===== src/hw/rmc_pkg.sv =====
package rmc_pkg;
  // Four-level pin codes
  typedef enum logic [1:0] {LVL0, LVL1, LVL2, LVL3} rmc_lvl_e;
  // Control modes
  typedef enum logic [1:0] {MODE_STRAP, MODE_EEPROM, MODE_SLAVE, MODE_TEST} rmc_mode_e;
  // Register offsets (byte addresses)
  localparam logic [7:0] OFS_CTRL = 8'h00;
  localparam logic [7:0] OFS_STATUS = 8'h04;
  localparam logic [7:0] OFS_STRAPS = 8'h08;
  localparam logic [7:0] OFS_BOOST = 8'h0c;
  localparam logic [7:0] OFS_GAIN = 8'h10;
  localparam logic [7:0] OFS_EE_DATA = 8'h14;
  // Reset values
  localparam logic [31:0] RST_BOOST = 32'h0000_0000;
  localparam logic [31:0] RST_GAIN = 32'h0000_0000;
  // Base of the slave address; low 4 bits come from the straps
  localparam logic [6:0] SLAVE_ADDR_BASE = 7'h18;
  // EEPROM load timing
  localparam int LOAD_WORDS = 4;
  localparam int LOAD_TIME_NS = 200;
  localparam int CLK_PERIOD_NS = 4;
  localparam int LOAD_CYCLES = (LOAD_TIME_NS + CLK_PERIOD_NS - 1) / CLK_PERIOD_NS;
  localparam int LOAD_CNT_W = 8;
  // Edges after reset release before the pin stages hold real pin levels
  localparam int SYNC_STAGES = 2;
endpackage : rmc_pkg


===== src/hw/rmc_sync_if.sv =====
// Synchronised pin levels handed from the pin stage to the core
interface rmc_sync_if;
  logic [1:0] mode_lvl;
  logic [1:0] strap_a_lo;
  logic [1:0] strap_b_lo;
  logic [1:0] strap_a_hi;
  logic [1:0] strap_b_hi;
  logic [1:0] flat_lo;
  logic [1:0] flat_hi;
  logic pd_lo;
  logic pd_hi;
  logic load_start_n;
  modport src (output mode_lvl, strap_a_lo, strap_b_lo, strap_a_hi, strap_b_hi,
    flat_lo, flat_hi, pd_lo, pd_hi, load_start_n);
  modport dst (input mode_lvl, strap_a_lo, strap_b_lo, strap_a_hi, strap_b_hi,
    flat_lo, flat_hi, pd_lo, pd_hi, load_start_n);
endinterface : rmc_sync_if


===== src/hw/rmc_pin_sync.sv =====
// Two-flop synchroniser for every pin level
module rmc_pin_sync
  import rmc_pkg::*;
(
  input wire logic pclk,
  input wire logic presetn,
  input wire logic [19:0] pins,
  rmc_sync_if.src sy
);
  typedef struct packed {
    logic [19:0] s1;
    logic [19:0] s2;
  } rmc_sync_s;
  rmc_sync_s st_r, st_nxt;

  // Shift pins through two stages
  always_comb begin
    st_nxt = st_r;
    st_nxt.s1 = pins;
    st_nxt.s2 = st_r.s1;
  end

  // State register; pull-down defaults
  always_ff @(posedge pclk or negedge presetn) begin
    if (!presetn) begin
      st_r <= '0;
    end else begin
      st_r <= st_nxt;
    end
  end

  // Only the second stage is visible
  assign sy.mode_lvl = st_r.s2[1:0];
  assign sy.strap_a_lo = st_r.s2[3:2];
  assign sy.strap_b_lo = st_r.s2[5:4];
  assign sy.strap_a_hi = st_r.s2[7:6];
  assign sy.strap_b_hi = st_r.s2[9:8];
  assign sy.flat_lo = st_r.s2[11:10];
  assign sy.flat_hi = st_r.s2[13:12];
  assign sy.pd_lo = st_r.s2[14];
  assign sy.pd_hi = st_r.s2[15];
  assign sy.load_start_n = st_r.s2[16];
endmodule : rmc_pin_sync


===== src/hw/rmc_ctrl.sv =====
// How it works
// - Mode level zero takes all configuration from straps, serial bus unused.
// - Mode level one loads configuration from external EEPROM as bus master.
// - Successful EEPROM load drives load-complete open-drain output low.
// - EEPROM mode also answers as bus slave before, during, after load.
// - Mode level two is bus slave only; external master sets configuration.
// - Mode level three is reserved test mode, no user configuration path.
// - Mode changes are honoured at power-up and during operation.
// - Slave address straps sampled once at power-up set slave address.
// - Strap mode samples boost straps once; strap A low sets channels 0-3, strap B high sets 4-7.
// - Strap mode samples flat-gain straps once; one per channel half.
// - Lower power-down high powers down channels 0-3, low runs them.
// - Upper power-down high powers down channels 4-7, low runs them.
// - Power-down inputs act in every mode, never overridden by mode.
// - EEPROM mode starts load when active-low load-start is seen low.
// - High-speed path stays disabled for the whole EEPROM load.
// - Slave and strap modes ignore the load-start input entirely.
// - EEPROM mode releases load-complete while load failed or incomplete.
// - Slave and strap modes keep load-complete in high impedance.
module rmc_ctrl
  import rmc_pkg::*;
#(
  parameter int LOAD_WORDS_P = LOAD_WORDS
) (
  input wire logic pclk,
  input wire logic presetn,
  input wire logic [1:0] mode_pin,
  input wire logic [1:0] boost_strap_a_lo_slave_addr_a,
  input wire logic [1:0] boost_strap_b_lo_slave_addr_b,
  input wire logic [1:0] boost_strap_a_hi,
  input wire logic [1:0] boost_strap_b_hi,
  input wire logic [1:0] flat_level_strap_lo,
  input wire logic [1:0] flat_level_strap_hi,
  input wire logic powerdown_lower_half,
  input wire logic powerdown_upper_half,
  input wire logic load_start_n,
  input wire logic eeprom_word_valid,
  input wire logic [31:0] eeprom_word,
  input wire logic eeprom_error,
  input wire logic [7:0] paddr,
  input wire logic psel,
  input wire logic penable,
  input wire logic pwrite,
  input wire logic [31:0] pwdata,
  output logic [31:0] prdata,
  output logic pready,
  output logic pslverr,
  output logic load_done_n_o,
  output logic load_done_n_oe_n,
  output logic eeprom_fetch_req,
  output logic serial_master_en,
  output logic serial_slave_en,
  output logic [6:0] slave_addr,
  output logic [7:0] lane_enable,
  output logic [15:0] linear_boost_equalizer,
  output logic [15:0] flat_gain
);
  typedef enum logic [1:0] {LD_IDLE, LD_RUN, LD_DONE, LD_FAIL} rmc_ld_e;
  typedef struct packed {
    logic sampled;
    logic [1:0] warm;
    logic [1:0] addr_a;
    logic [1:0] addr_b;
    logic [7:0] strap_boost;
    logic [3:0] strap_flat;
    rmc_mode_e mode;
    rmc_ld_e ld;
    logic [LOAD_CNT_W-1:0] cnt;
    logic [31:0] boost_reg;
    logic [31:0] gain_reg;
    logic [31:0] prdata;
    logic pready;
    logic pslverr;
    logic done_o;
    logic done_oe_n;
    logic fetch;
    logic m_en;
    logic s_en;
    logic [6:0] saddr;
    logic [7:0] lanes;
    logic [15:0] boost_o;
    logic [15:0] flat_o;
  } rmc_ctrl_s;
  rmc_ctrl_s st_r, st_nxt;

  rmc_sync_if sy ();
  logic [31:0] rd_val;
  logic rd_ok;
  logic apb_acc;

  // Every pin passes two flops first
  rmc_pin_sync u_sync (
    .pclk(pclk),
    .presetn(presetn),
    .pins({3'h0, load_start_n, powerdown_upper_half, powerdown_lower_half,
      flat_level_strap_hi, flat_level_strap_lo, boost_strap_b_hi, boost_strap_a_hi,
      boost_strap_b_lo_slave_addr_b, boost_strap_a_lo_slave_addr_a, mode_pin}),
    .sy(sy)
  );

  assign apb_acc = psel && penable && !st_r.pready;

  // Register read mux
  always_comb begin
    rd_val = 32'h0000_0000;
    rd_ok = 1'b1;
    case (paddr)
      OFS_CTRL: rd_val = {30'h0, st_r.mode};
      OFS_STATUS: rd_val = {28'h0, st_r.ld, sy.pd_hi, sy.pd_lo};
      OFS_STRAPS: rd_val = {13'h0, st_r.saddr, st_r.strap_flat, st_r.strap_boost};
      OFS_BOOST: rd_val = st_r.boost_reg;
      OFS_GAIN: rd_val = st_r.gain_reg;
      OFS_EE_DATA: rd_val = {24'h0, LOAD_WORDS_P[7:0]};
      default: rd_ok = 1'b0;
    endcase
  end

  // Next-state logic
  always_comb begin
    st_nxt = st_r;
    // Capture straps once, after the pin stages have filled from reset
    if (!st_r.sampled) begin
      if (st_r.warm != 2'(SYNC_STAGES)) begin
        st_nxt.warm = st_r.warm + 2'h1;
      end else begin
        st_nxt.sampled = 1'b1;
        st_nxt.addr_a = sy.strap_a_lo;
        st_nxt.addr_b = sy.strap_b_lo;
        st_nxt.strap_boost = {sy.strap_b_hi, sy.strap_a_hi, sy.strap_b_lo, sy.strap_a_lo};
        st_nxt.strap_flat = {sy.flat_hi, sy.flat_lo};
      end
    end
    st_nxt.saddr = {SLAVE_ADDR_BASE[6:4], st_r.addr_b, st_r.addr_a};
    // Mode follows the pin at all times
    st_nxt.mode = rmc_mode_e'(sy.mode_lvl);
    if (st_r.mode != rmc_mode_e'(sy.mode_lvl)) begin
      st_nxt.ld = LD_IDLE;
    end else if (st_r.mode == MODE_EEPROM) begin
      case (st_r.ld)
        LD_IDLE: begin
          if (!sy.load_start_n && st_r.sampled) begin
            st_nxt.ld = LD_RUN;
            st_nxt.cnt = '0;
          end
        end
        LD_RUN: begin
          if (eeprom_error) begin
            st_nxt.ld = LD_FAIL;
          end else if (eeprom_word_valid) begin
            if (st_r.cnt[1:0] == 2'h0) st_nxt.boost_reg = eeprom_word;
            if (st_r.cnt[1:0] == 2'h1) st_nxt.gain_reg = eeprom_word;
            st_nxt.cnt = st_r.cnt + 1'b1;
            if (st_r.cnt == LOAD_CNT_W'(LOAD_WORDS_P - 1)) st_nxt.ld = LD_DONE;
          end
        end
        LD_DONE: st_nxt.ld = LD_DONE;
        LD_FAIL: st_nxt.ld = LD_FAIL;
        default: st_nxt.ld = LD_IDLE;
      endcase
    end else begin
      st_nxt.ld = LD_IDLE;
    end
    // Bus slave; live in EEPROM and slave modes
    st_nxt.pready = 1'b0;
    st_nxt.pslverr = 1'b0;
    if (apb_acc) begin
      st_nxt.pready = 1'b1;
      st_nxt.pslverr = !rd_ok || !st_r.s_en;
      if (!pwrite) st_nxt.prdata = (rd_ok && st_r.s_en) ? rd_val : 32'h0000_0000;
      if (pwrite && st_r.s_en && paddr == OFS_BOOST) st_nxt.boost_reg = pwdata;
      if (pwrite && st_r.s_en && paddr == OFS_GAIN) st_nxt.gain_reg = pwdata;
    end
    st_nxt.s_en = (st_r.mode == MODE_EEPROM) || (st_r.mode == MODE_SLAVE);
    st_nxt.m_en = (st_r.mode == MODE_EEPROM) && (st_r.ld == LD_RUN);
    st_nxt.fetch = (st_r.mode == MODE_EEPROM) && (st_r.ld == LD_RUN);
    // Load-complete open drain
    st_nxt.done_oe_n = 1'b1;
    st_nxt.done_o = 1'b0;
    if (st_r.mode == MODE_EEPROM && st_r.ld == LD_DONE) begin
      st_nxt.done_oe_n = 1'b0;
    end // released otherwise
    // Configuration source
    case (st_r.mode)
      MODE_STRAP: begin
        st_nxt.boost_o = {st_r.strap_boost[7:6], st_r.strap_boost[7:6], st_r.strap_boost[7:6],
          st_r.strap_boost[7:6], st_r.strap_boost[1:0], st_r.strap_boost[1:0],
          st_r.strap_boost[1:0], st_r.strap_boost[1:0]};
        st_nxt.flat_o = {{4{st_r.strap_flat[3:2]}}, {4{st_r.strap_flat[1:0]}}};
      end
      MODE_EEPROM, MODE_SLAVE: begin
        st_nxt.boost_o = st_r.boost_reg[15:0];
        st_nxt.flat_o = st_r.gain_reg[15:0];
      end
      default: begin
        st_nxt.boost_o = '0;
        st_nxt.flat_o = '0;
      end
    endcase
    // Lanes: power-down in every mode, load blanks path
    st_nxt.lanes = {{4{!sy.pd_hi}}, {4{!sy.pd_lo}}};
    if (st_r.mode == MODE_EEPROM && st_r.ld == LD_RUN) begin
      st_nxt.lanes = 8'h00;
    end
  end

  // State register
  always_ff @(posedge pclk or negedge presetn) begin
    if (!presetn) begin
      st_r <= '{mode: MODE_STRAP, ld: LD_IDLE, boost_reg: RST_BOOST, gain_reg: RST_GAIN,
        done_oe_n: 1'b1, default: '0};
    end else begin
      st_r <= st_nxt;
    end
  end

  assign prdata = st_r.prdata;
  assign pready = st_r.pready;
  assign pslverr = st_r.pslverr;
  assign load_done_n_o = st_r.done_o;
  assign load_done_n_oe_n = st_r.done_oe_n;
  assign eeprom_fetch_req = st_r.fetch;
  assign serial_master_en = st_r.m_en;
  assign serial_slave_en = st_r.s_en;
  assign slave_addr = st_r.saddr;
  assign lane_enable = st_r.lanes;
  assign linear_boost_equalizer = st_r.boost_o;
  assign flat_gain = st_r.flat_o;
endmodule : rmc_ctrl


===== config.mk =====
export PLATFORM = sky130hd
export DESIGN_NAME = rmc_ctrl
export DESIGN_NICKNAME = d
export VERILOG_FILES = /design/src/hw/rmc_pkg.sv /design/src/hw/rmc_sync_if.sv /design/src/hw/rmc_pin_sync.sv /design/src/hw/rmc_ctrl.sv
export SDC_FILE = /design/constraint.sdc
export NUM_CORES = 1
export LEC_CHECK = 0
export ABC_CLOCK_PERIOD_IN_PS = 2500
export BUFFER_PORTS_ARGS = -buffer_cell sky130_fd_sc_hd__buf_2
export CAP_MARGIN = 25
export CORE_UTILIZATION = 45
export CTS_BUF_LIST = sky130_fd_sc_hd__clkbuf_8
export DETAILED_ROUTE_END_ITERATION = 16
export PLACE_DENSITY = 0.74
export SLEW_MARGIN = 10
export SYNTH_ARGS = -nofsm -noshare
export SYNTH_HDL_FRONTEND = slang
export SYNTH_SLANG_ARGS = --single-unit

===== constraint.sdc =====
create_clock -name pclk -period 2.5 [get_ports pclk]
set_input_delay 0.125 -clock pclk [delete_from_list [all_inputs] [get_ports pclk]]
set_output_delay 0.125 -clock pclk [all_outputs]
set_load 0.05 [all_outputs]

==> qor.csv, run 1 <==
metric,value,unit
status,completed,
core,19400,um^2
p_total,6.99,mW
ctsResizeCount,0,
fp.dieW,143,um
netlist_instances,926,
hp-class,input port to flip-flop,
critical_path_class,flip-flop to flip-flop,
yosysWarnings,0,
worstHoldPathCells,4,
reg2regPathDepth,6,
ant_nets,0,
final_util,57.2,%
synthSimpleGateAreaFrac,16.6,%
grt_overflow,0,
switchingPower,1.76,mW
rsz0062_at_grt,false,
timing.fmax,480,MHz
design_area,11100,um^2
fin_crit,2080,ps
path_clk_slew,60,ps
grt_max_degree,82,
synthXorXnorAreaFrac,0.295,%
dr.pass1.iters,5,
slew_headroom,57.4,%
syn_avg_cell_area,9.61,um^2
synth-seq-area-share,56.5,%
rows,51,
cts_sinks,201,
synth_top_family_by_area,simple AND/OR/NAND/NOR gates,
drt_iter0_drc,585,
dp_hpwl,15800,um
clk_path_buf_depth,3,
vias_per_cell,5.16,
fin_skew,24.8,ps
antenna_found_initial,3,
critPathMaxFanout,32,
final_cells,1413,
dieArea,20300,um^2
p_comb_share,8.7,%
placed_cell_area,9490,um^2
synth.area.mux_share,1.87,%
use_met2,39.8,%
clock_power_share,42.6,%
layout_worst_path_cycle_share,83.4,%
cts_made_buffers,34,
final_cell_mix,"221 x nand2_1, 200 x dfrtp_1, 177 x buf_2, 90 x nor2_1, 88 x dlygate4sd3_1",
ir_worst_vdd,0.000350,V
dieHeight,143,um
wl,24000,um
cts_max_level,2,
maxSlewViolCount,0,
grt_busiest_layer,met2,
nFillCells,1746,
grt_usage,24.5,%
wl_per_cell,17.0,um
use_met1,31.2,%
ys.flop_type,dfrtp_1,
synth_edf_count,0,
cp-start-kind,flip-flop,
finalSetupTns,0,ps
ys_types,41,
synth_seq_cells,201,
cts_tree,built,
cp.required,2910,ps
cts_root_buffer,clkbuf_8,
final_nets,1222,
synth_area,8900,um^2
via_count,7292,
synthArstFlopShare,100,%
leakage,5.21,nW
synth_compound_area_share,13.3,%
power.internal,5.23,mW
insertion_delay,520,ps
p_per_area,630,nW/um^2
io_buffer_count,178,
p_sw_share,25.2,%
max_cap_violations,0,
drive_gt1_share,24.5,%
use_met3,5.53,%
start_util,45.9,%
post_cts_buffers,0,
seqPwrFrac,48.6,%
crit_path_end_kind,flip-flop,
setup_viol,0,
syn_to_final_growth,24.6,%
grt_pass1_wl,37900,um
grt_pass1_vias,7155,
dp_cells,1260,
worstPathArrival,2500,ps
drcViolationCount,0,
place.gp.congestion,0.831,
tightest_slew,637,ps
layout_commonest_cell,nand2_1,
synth_fa_ha_area_share,0.984,%
io_pins,182,
finalHoldViolCount,0,
[worst max-delay path, stage by stage, from the launching register on]
cell	delay, ps
dfrtp_1	480
nand4bb_4	320
and4bb_1	470
and2_1	220
buf_12	200
nand2_1	80
a31oi_1	190
[per-layer routing]
layer,share of wire (%),vias to the layer above
met5,0,-
met4,3.4,0
met3,8.2,60
met2,48,339
met1,40,3460
li1,-,3433
[sequential cells by signal, summed over array words and instances (netlist names), 2 cells and up]
signal,cells
u_sync.sy.strap_a_hi,2
u_sync.sy.strap_b_hi,2
u_sync.st_nxt,17
lane_enable,2
st_nxt,2
slave_addr,5
linear_boost_equalizer,16
st_r,89
u_sync.sy.strap_a_lo,2
u_sync.sy.flat_lo,2
u_sync.sy.flat_hi,2
u_sync.sy.strap_b_lo,2
u_sync.sy.mode_lvl,2
prdata,32
flat_gain,16
[path summary, 6_finish.rpt]
| kind | slack [ps] | from | endpoint |
|---|---|---|---|
| min | 90 | eeprom_word_valid | st_r[159] |
| max | 420 | st_r[159] | st_r[140] |
| max reg2reg | 420 | st_r[159] | st_r[140] |
| min reg2reg | 340 | u_sync.st_nxt[4] | u_sync.sy.strap_b_lo[0] |
| max in group asynchronous | 1480 | presetn | prdata[13] |
| min in group asynchronous | 190 | presetn | st_r[159] |
[synth_stat cells, drive strengths merged, types with 3 or more instances]
| master | number | area, um^2 |
|---|---|---|
| nor3 | 5 | 25.0 |
| xnor2 | 3 | 26.3 |
| inv | 9 | 33.8 |
| nand2 | 221 | 830 |
| ha | 7 | 87.6 |
| a31oi | 66 | 413 |
| nand3b | 4 | 30.0 |
| nor2 | 90 | 338 |
| o21ai | 50 | 250 |
| a22oi | 29 | 218 |
| nand3 | 7 | 35.0 |
| mux2 | 13 | 146 |
| dfrtp | 200 | 5000 |
| clkbuf | 38 | 143 |
| a21oi | 51 | 255 |
| buf | 98 | 741 |
| or2 | 3 | 18.8 |
| and3 | 5 | 31.3 |
[final cells by class]
class                           count  area, um^2  area share [%]
Clock inverter                     16        78.8           0.711
Multi-Input combinational cell    582        2970            26.8
Sequential cell                   201        5030            45.4
Tap cell                          265         332            2.99
Inverter                            9        33.8           0.305
Clock buffer                       46         633            5.71
Timing Repair Buffer              291        2010            18.1
Antenna cell                        3        7.51          0.0677
[metrics by stage]
step	setup WS (ps)	hold slack, ps
global placement	507	190
global route	305	103
finish	416	91.6
floorplan	670	-171
CTS	413	59.5
detailed placement	452	191
[repair_timing]
action / 4_1_cts / 5_1_grt
hold endpoints to repair: 158 / 0
endpoints found under the setup margin: 0 / 0
hold buffers: 88 / 0
[power groups by stage]
stage	registers (mW)	clock network, mW	logic, mW
after detailed placement	3.46	0	0.500
final	3.40	2.98	0.611
after CTS	3.40	3.04	0.608
after global routing	3.41	3.21	0.658
after floorplan	3.45	0	0.289
after global placement	3.45	0	0.495
[cells by family (layout without fill, tap and decap cells)]
kind of cell / after synthesis / in the layout
compound gates: 202 / 202
buf+inv: 145 / 362
fa+ha+maj: 7 / 7
xor+xnor: 3 / 3
flops: 201 / 201
simple gates: 351 / 351
mux: 15 / 15
other cells: 2 / 7
No activity file was read; power rests on OpenSTA's default activity.
==> run 2: changes to the inputs <==
- ABC_AREA: not set -> 1
- ABC_CLOCK_PERIOD_IN_PS: 2500 -> 2200
- PLACE_DENSITY: 0.74 -> 0.73
- clock period: 2.5 -> 2.2 ns (I/O delays scaled with it)
==> run 2 against run 1 <==
  * Core utilization up 0.77 points
  * Clock-buffer cell count down 1
  * Sequential power is 17% higher
  * Sequential cell count is the same
  * Clock skew is 3.1 ps higher
  * Largest power group unchanged
==> qor.csv, run 2 <==
metric,value,unit,change
critical-path-max-stage-delay,560,ps,+80 ps
final_cell_mix,"365 x nand2_1, 199 x dfrtp_1, 177 x buf_2, 114 x inv_1, 112 x dlygate4sd3_1",,
dp_cells,1508,,+20%
insertion_delay,530,ps,about the same
synth_area,9740,um^2,+9.5%
start_util,46.1,%,+0.18 points
rr_endpoint,st_r[138],,
synth_top_area_share,51.4,%,-4.9 points
io_pins,182,,unchanged
cts_sinks,201,,unchanged
fp.dieW,149,um,+4.6%
synthTopCellsByCount,"367 x nand2_1, 200 x dfrtp_1, 102 x inv_1",,
grt_overflow,0,,unchanged
rows,53,,+3.9%
core,21200,um^2,+9.0%
leakage,6.43,nW,+24%
drive_gt1_share,21.5,%,-3.1 points
ys.flop_type,dfrtp_1,,
synth_edf_count,0,,unchanged
via_count,8435,,+16%
dieArea,22200,um^2,+9.3%
reg2regPathDepth,9,,+3
rsz0062_at_grt,true,,
fin_crit,2080,ps,-1.62 ps
place_ws,371,ps,-81.3 ps
ys_types,32,,-22%
cts_tree,built,,
yosysWarnings,0,,unchanged
vias_per_cell,5.00,,-3.2%
finalHoldViolCount,0,,unchanged
wl_per_cell,15.7,um,-7.4%
cts_root_buffer,clkbuf_8,,
tightest_slew,646,ps,+8.17 ps
maxSlewViolCount,0,,unchanged
grt_pass1_wl,42200,um,+11%
drt_iter0_drc,595,,+1.7%
synth_seq_cells,201,,unchanged
status,completed,,
hold_ws,50.4,ps,-41.2 ps
critPathMaxFanout,15,,-53%
clk_path_buf_depth,3,,unchanged
cts_made_buffers,35,,+2.9%
ant_nets,0,,unchanged
reg2reg_from,st_r[161],,
timing.fmax,480,MHz,about the same
path_clk_slew,60,ps,about the same
cts_max_level,2,,unchanged
worstPathArrival,2490,ps,about the same
fin_ws,118,ps,-298 ps
fin_skew,27.9,ps,+3.08 ps
ff2ff_setup_slack,120,ps,-300 ps
ir_worst_vdd,0.000384,V,+9.7%
final_cells,1688,,+19%
slew_headroom,57.0,%,-0.44 points
setup_viol,0,,unchanged
ys_top_cells_by_area,"dfrtp_1 51%, nand2_1 14%, buf_4 6.5%, nand3_1 5.0%, inv_1 3.9%",,
grt_pass1_vias,8322,,+16%
netlist_instances,1163,,+26%
layout_commonest_cell,nand2_1,,
final_nets,1488,,+22%
critical_path_class,flip-flop to flip-flop,,
wl,26600,um,+11%
cp-start-kind,flip-flop,,
yosys.area.top_type,dfrtp_1,,
yosysMostFrequentCell,nand2_1,,
grt_usage,24.5,%,+0.057 points
dr.pass1.iters,7,,+2
path_cells,inv_2 > ha_2 > inv_1 > nor2_4 > buf_6 > nand3b_1 > nand3_1 > nand2_1 > dlygate4sd3_1,,
synth-seq-area-share,51.6,%,-4.9 points
cp_slowest_cell,dlygate4sd3_1,,
dp_hpwl,17300,um,+9.5%
largest_register_ffs,89,,unchanged
grt_max_degree,73,,-11%
max_cap_violations,0,,unchanged
cp.required,2610,ps,-300 ps
syn_to_final_growth,25.8,%,
antenna_found_initial,2,,-1
p_per_area,689,nW/um^2,+9.4%
syn_avg_cell_area,8.38,um^2,-13%
crit_path_end_kind,flip-flop,,
dieHeight,149,um,+4.6%
layout_worst_path_cycle_share,94.7,%,+11 points
drcViolationCount,0,,unchanged
io_buffer_count,178,,unchanged
p_total,8.45,mW,+21%
place.gp.congestion,0.874,,+5.2%
hp-class,input port to asynchronous set/reset pin,,
synthArstFlopShare,100,%,unchanged
regMostFlops,st_r,,
## run 2: changes by cell type after synthesis, sizes merged, moves of 5 or more
cell,previous run,this run
nand2,221,374
inv,9,109
nand3,7,98
a31oi,66,0
a22oi,29,0
nand3b,4,32
nor2,90,71
clkbuf,38,21
buf,98,114
o211ai,0,14
a21oi,51,43
and3,5,0
## run 2: metal layers
metal | track usage, % | wire length [um] | up-vias
met4 | 9.29 | 833 | 0
met1 | 32.1 | 11000 | 3968
met5 | 0 | 0 | -
met3 | 4.89 | 2160 | 60
met2 | 40.2 | 12600 | 389
li1 | - | - | 4018
## run 2: kinds of logic (layout without fill, tap and decap cells)
family / after synthesis / after routing / share of synthesized area (%)
buffers and inverters: 244 / 490 / 13.6
DFF: 201 / 201 / 51.6
adders and majority gates: 7 / 7 / 0.899
and+or+nand+nor: 583 / 583 / 25.9
muxes: 12 / 12 / 1.39
AOI/OAI and AO/OA: 111 / 111 / 6.06
xor gates and xnor gates: 3 / 3 / 0.424
other: 2 / 6 / 0.0771
## run 2: how the worst max path moves through the flow
stage | slack [ps] | from | depth (start not counted) | to
4_1_cts | 10 | st_r[160] | 8 | st_r[128]
3_3_place_gp | 420 | st_r[161] | 9 | st_r[87]
3_5_place_dp | 370 | st_r[161] | 9 | st_r[102]
2_1_floorplan | 640 | pready | 7 | st_r[119]
6_report | 120 | st_r[161] | 9 | st_r[138]
5_1_grt | -5 | st_r[161] | 10 | st_r[124]
## run 2: stage by stage
| stage | setup TNS (ps) | cell area (um^2) | util, % |
|---|---|---|---|
| global placement | 0 | 10400 | 49.0 |
| detailed placement | 0 | 10400 | 49.0 |
| floorplan | 0 | 9750 | - |
| CTS | 0 | 12200 | 57.6 |
| global route | -12.6 | 12300 | 57.9 |
| finish | 0 | 12300 | 57.9 |
## run 2: final cells by class
cell class / count / area, um^2
Fill cell: 1883 / 8900
Inverter: 109 / 414
Clock buffer: 45 / 619
Antenna cell: 2 / 5.00
Multi-Input combinational cell: 720 / 3420
Tap cell: 275 / 344
Timing Repair Buffer: 318 / 2350
Sequential cell: 201 / 5030
Clock inverter: 18 / 81.3
## run 2: report_power, final
| part | internal, mW | switching [mW] | leakage [nW] | total (mW) |
|---|---|---|---|---|
| Clock | 1.84 | 1.51 | 0.401 | 3.34 |
| Combinational | 0.382 | 0.752 | 3.77 | 1.13 |
| Sequential | 3.88 | 0.0949 | 2.26 | 3.97 |
| Total | 6.10 | 2.35 | 6.43 | 8.45 |
## run 2: worst max-delay path, delay by kind of cell, from the launching register on
family	cells	cell delay [ps]
buf+inv	4	930
flops	1	430
simple gates	4	420
fa+ha+maj	1	190
## run 2: what timing repair did
action | 4_1_cts | 5_1_grt
hold endpoints to repair | 287 | 0
resized for setup | 0 | 18
buffers inserted | 0 | 3
hold buffers | 112 | 0
endpoints found under the setup margin | 0 | 24
==> run 3: changes to the inputs <==
- ABC_CLOCK_PERIOD_IN_PS: 2200 -> 1700
- PLACE_DENSITY: 0.73 -> 0.75
- clock period: 2.2 -> 1.7 ns (I/O delays scaled with it)
==> run 3 against run 2 <==
  * Sequential power grew 30%
  * Core utilization shrank 0.12 points
  * Via count grew 1.7%
  * Cell count shrank 0.71%
  * First-iteration DRC count grew 26%
  * Sequential cell count is the same
  * Fmax grew 29%
  * Critical path depth shrank 3
  * Combinational power grew 32%
  * Worst hold slack gained 31 ps
  * Clock-buffer cell count shrank 2
  * Critical path type unchanged
  * Largest cell class unchanged
  * Largest power group unchanged
  * Highest routed layer unchanged
==> qor.csv, run 3 (synthesis gave the netlist of run 2 again) <==
metric,value,unit,change
place.gp.congestion,0.897,,+2.6%
max_cap_violations,0,,unchanged
status,completed,,
wl,27400,um,+3.3%
finalHoldViolCount,0,,unchanged
syn_to_final_growth,25.5,%,
dp_hpwl,17800,um,+3.0%
cts_sinks,201,,unchanged
dieHeight,149,um,unchanged
dieArea,22200,um^2,unchanged
timing.fmax,617,MHz,+29%
antenna_found_initial,1,,-1
drive_gt1_share,23.4,%,+1.9 points
rows,53,,unchanged
critPathMaxFanout,4,,-11
ir_worst_vdd,0.000493,V,+29%
path_cells,nand3_2 > nor2_1 > nor3b_2 > nand3_1 > dlygate4sd3_1 > o21ai_1,,
drcViolationCount,0,,unchanged
layout_worst_path_cycle_share,95.3,%,+0.66 points
cts_root_buffer,clkbuf_8,,
dr.pass1.iters,5,,-2
maxSlewViolCount,0,,unchanged
finalSetupTns,0,ps,unchanged
grt_pass1_wl,43300,um,+2.8%
grt_overflow,0,,unchanged
fp.dieW,149,um,unchanged
clk_path_buf_depth,3,,unchanged
largest_register_ffs,89,,unchanged
ant_nets,0,,unchanged
cp_slowest_cell,dlygate4sd3_1,,
wl_per_cell,16.4,um,+4.0%
start_util,46.1,%,unchanged
via_count,8579,,+1.7%
hp-class,input port to asynchronous set/reset pin,,
cts_made_buffers,35,,unchanged
io_pins,182,,unchanged
grt_usage,25.2,%,+0.64 points
critical-path-max-stage-delay,560,ps,about the same
regMostFlops,st_r,,
cp.required,2150,ps,-460 ps
core,21200,um^2,unchanged
path_clk_slew,60,ps,about the same
crit_path_end_kind,flip-flop,,
layout_commonest_cell,nand2_1,,
final_cell_mix,"365 x nand2_1, 198 x dfrtp_1, 177 x buf_2, 109 x inv_1, 96 x nand3_1",,
cts_tree,built,,
cp-start-kind,flip-flop,,
leakage,6.51,nW,+1.2%
setup_viol,0,,unchanged
hold_ws,80.9,ps,+30.5 ps
grt_pass1_vias,8449,,+1.5%
vias_per_cell,5.12,,+2.4%
final_nets,1480,,-0.54%
critical_path_class,flip-flop to flip-flop,,
cts_max_level,2,,unchanged
p_per_area,895,nW/um^2,+30%
io_buffer_count,178,,unchanged
worstPathArrival,2070,ps,-420 ps
grt_max_degree,55,,-25%
drt_iter0_drc,752,,+26%
insertion_delay,540,ps,about the same
fin_skew,32.5,ps,+4.61 ps
fin_crit,1620,ps,-462 ps
run 3: cell count changes in the layout (fill, tap and decap cells not counted), sizes merged:
| cell | previous run | this run |
|---|---|---|
| diode | 2 | 1 |
| dlygate4sd3 | 112 | 88 |
| buf | 205 | 221 |
| clkinvlp | 3 | 0 |
| inv | 122 | 121 |
| clkinv | 2 | 5 |
| clkbuf | 46 | 44 |
run 3: final cells by class:
type	instances	area, um^2
fillers	1845	8920
flip-flops and latches	201	5030
multi-input cells	720	3450
repair buffers	310	2320
clock buffers	43	592
inverters	109	409
well taps	275	344
clock inverters	17	87.6
diodes	1	2.50
run 3: timing repair:
action / CTS / global route
hold endpoints to repair: 287 / 0
setup buffers: 0 / 2
gates resized for setup: 0 / 21
hold buffers: 88 / 0
endpoints found under the setup margin: 0 / 72
run 3: worst max-delay path, delay by kind of cell, from the launching register on:
kind / cells / cell delay (ps)
AO/OA/AOI/OAI: 1 / 130
buffers and inverters: 1 / 560
flip-flops: 1 / 440
AND/OR/NAND/NOR: 4 / 400
run 3: path summary, 6_finish.rpt:
kind                                       start                         to  slack [ps]  cells past startpoint
worst max register to register         st_r[150]                  st_r[153]          80                      6
worst max-delay path                   st_r[150]                  st_r[153]          80                      6
min in group pclk                       paddr[2]                    pslverr          90                      6
worst min register to register  u_sync.st_nxt[6]    u_sync.sy.strap_a_hi[0]         320                      0
max in group asynchronous                presetn                  st_r[150]         960                      3
worst min-delay path                     presetn  linear_boost_equalizer[3]          80                      2
run 3: stage by stage:
step,util [%],power (mW),std cells,area (um^2),setup slack (ps)
after CTS,57.4,11.0,1673,12200,5.68
final,57.8,10.9,1676,12200,79.7
after floorplan,-,6.12,1165,9750,141
after global routing,57.8,11.4,1676,12200,-5.04
after global placement,50.1,6.50,1525,10600,121
after detailed placement,50.1,6.53,1525,10600,43.3
run 3: metal layers:
metal	wire [um]	part of all wire [%]	vias to the layer above	track usage, %
li1	-	-	4000	-
met1	11100	40	3995	33.0
met2	12800	47	496	40.5
met3	2620	9.6	88	5.20
met4	884	3.2	0	10.8
met5	0	0	-	0
run 3: power by group:
group | switching, mW | internal (mW) | total [mW]
logic | 0.984 | 0.507 | 1.49
registers | 0.130 | 5.02 | 5.15
clock network | 2.00 | 2.31 | 4.30
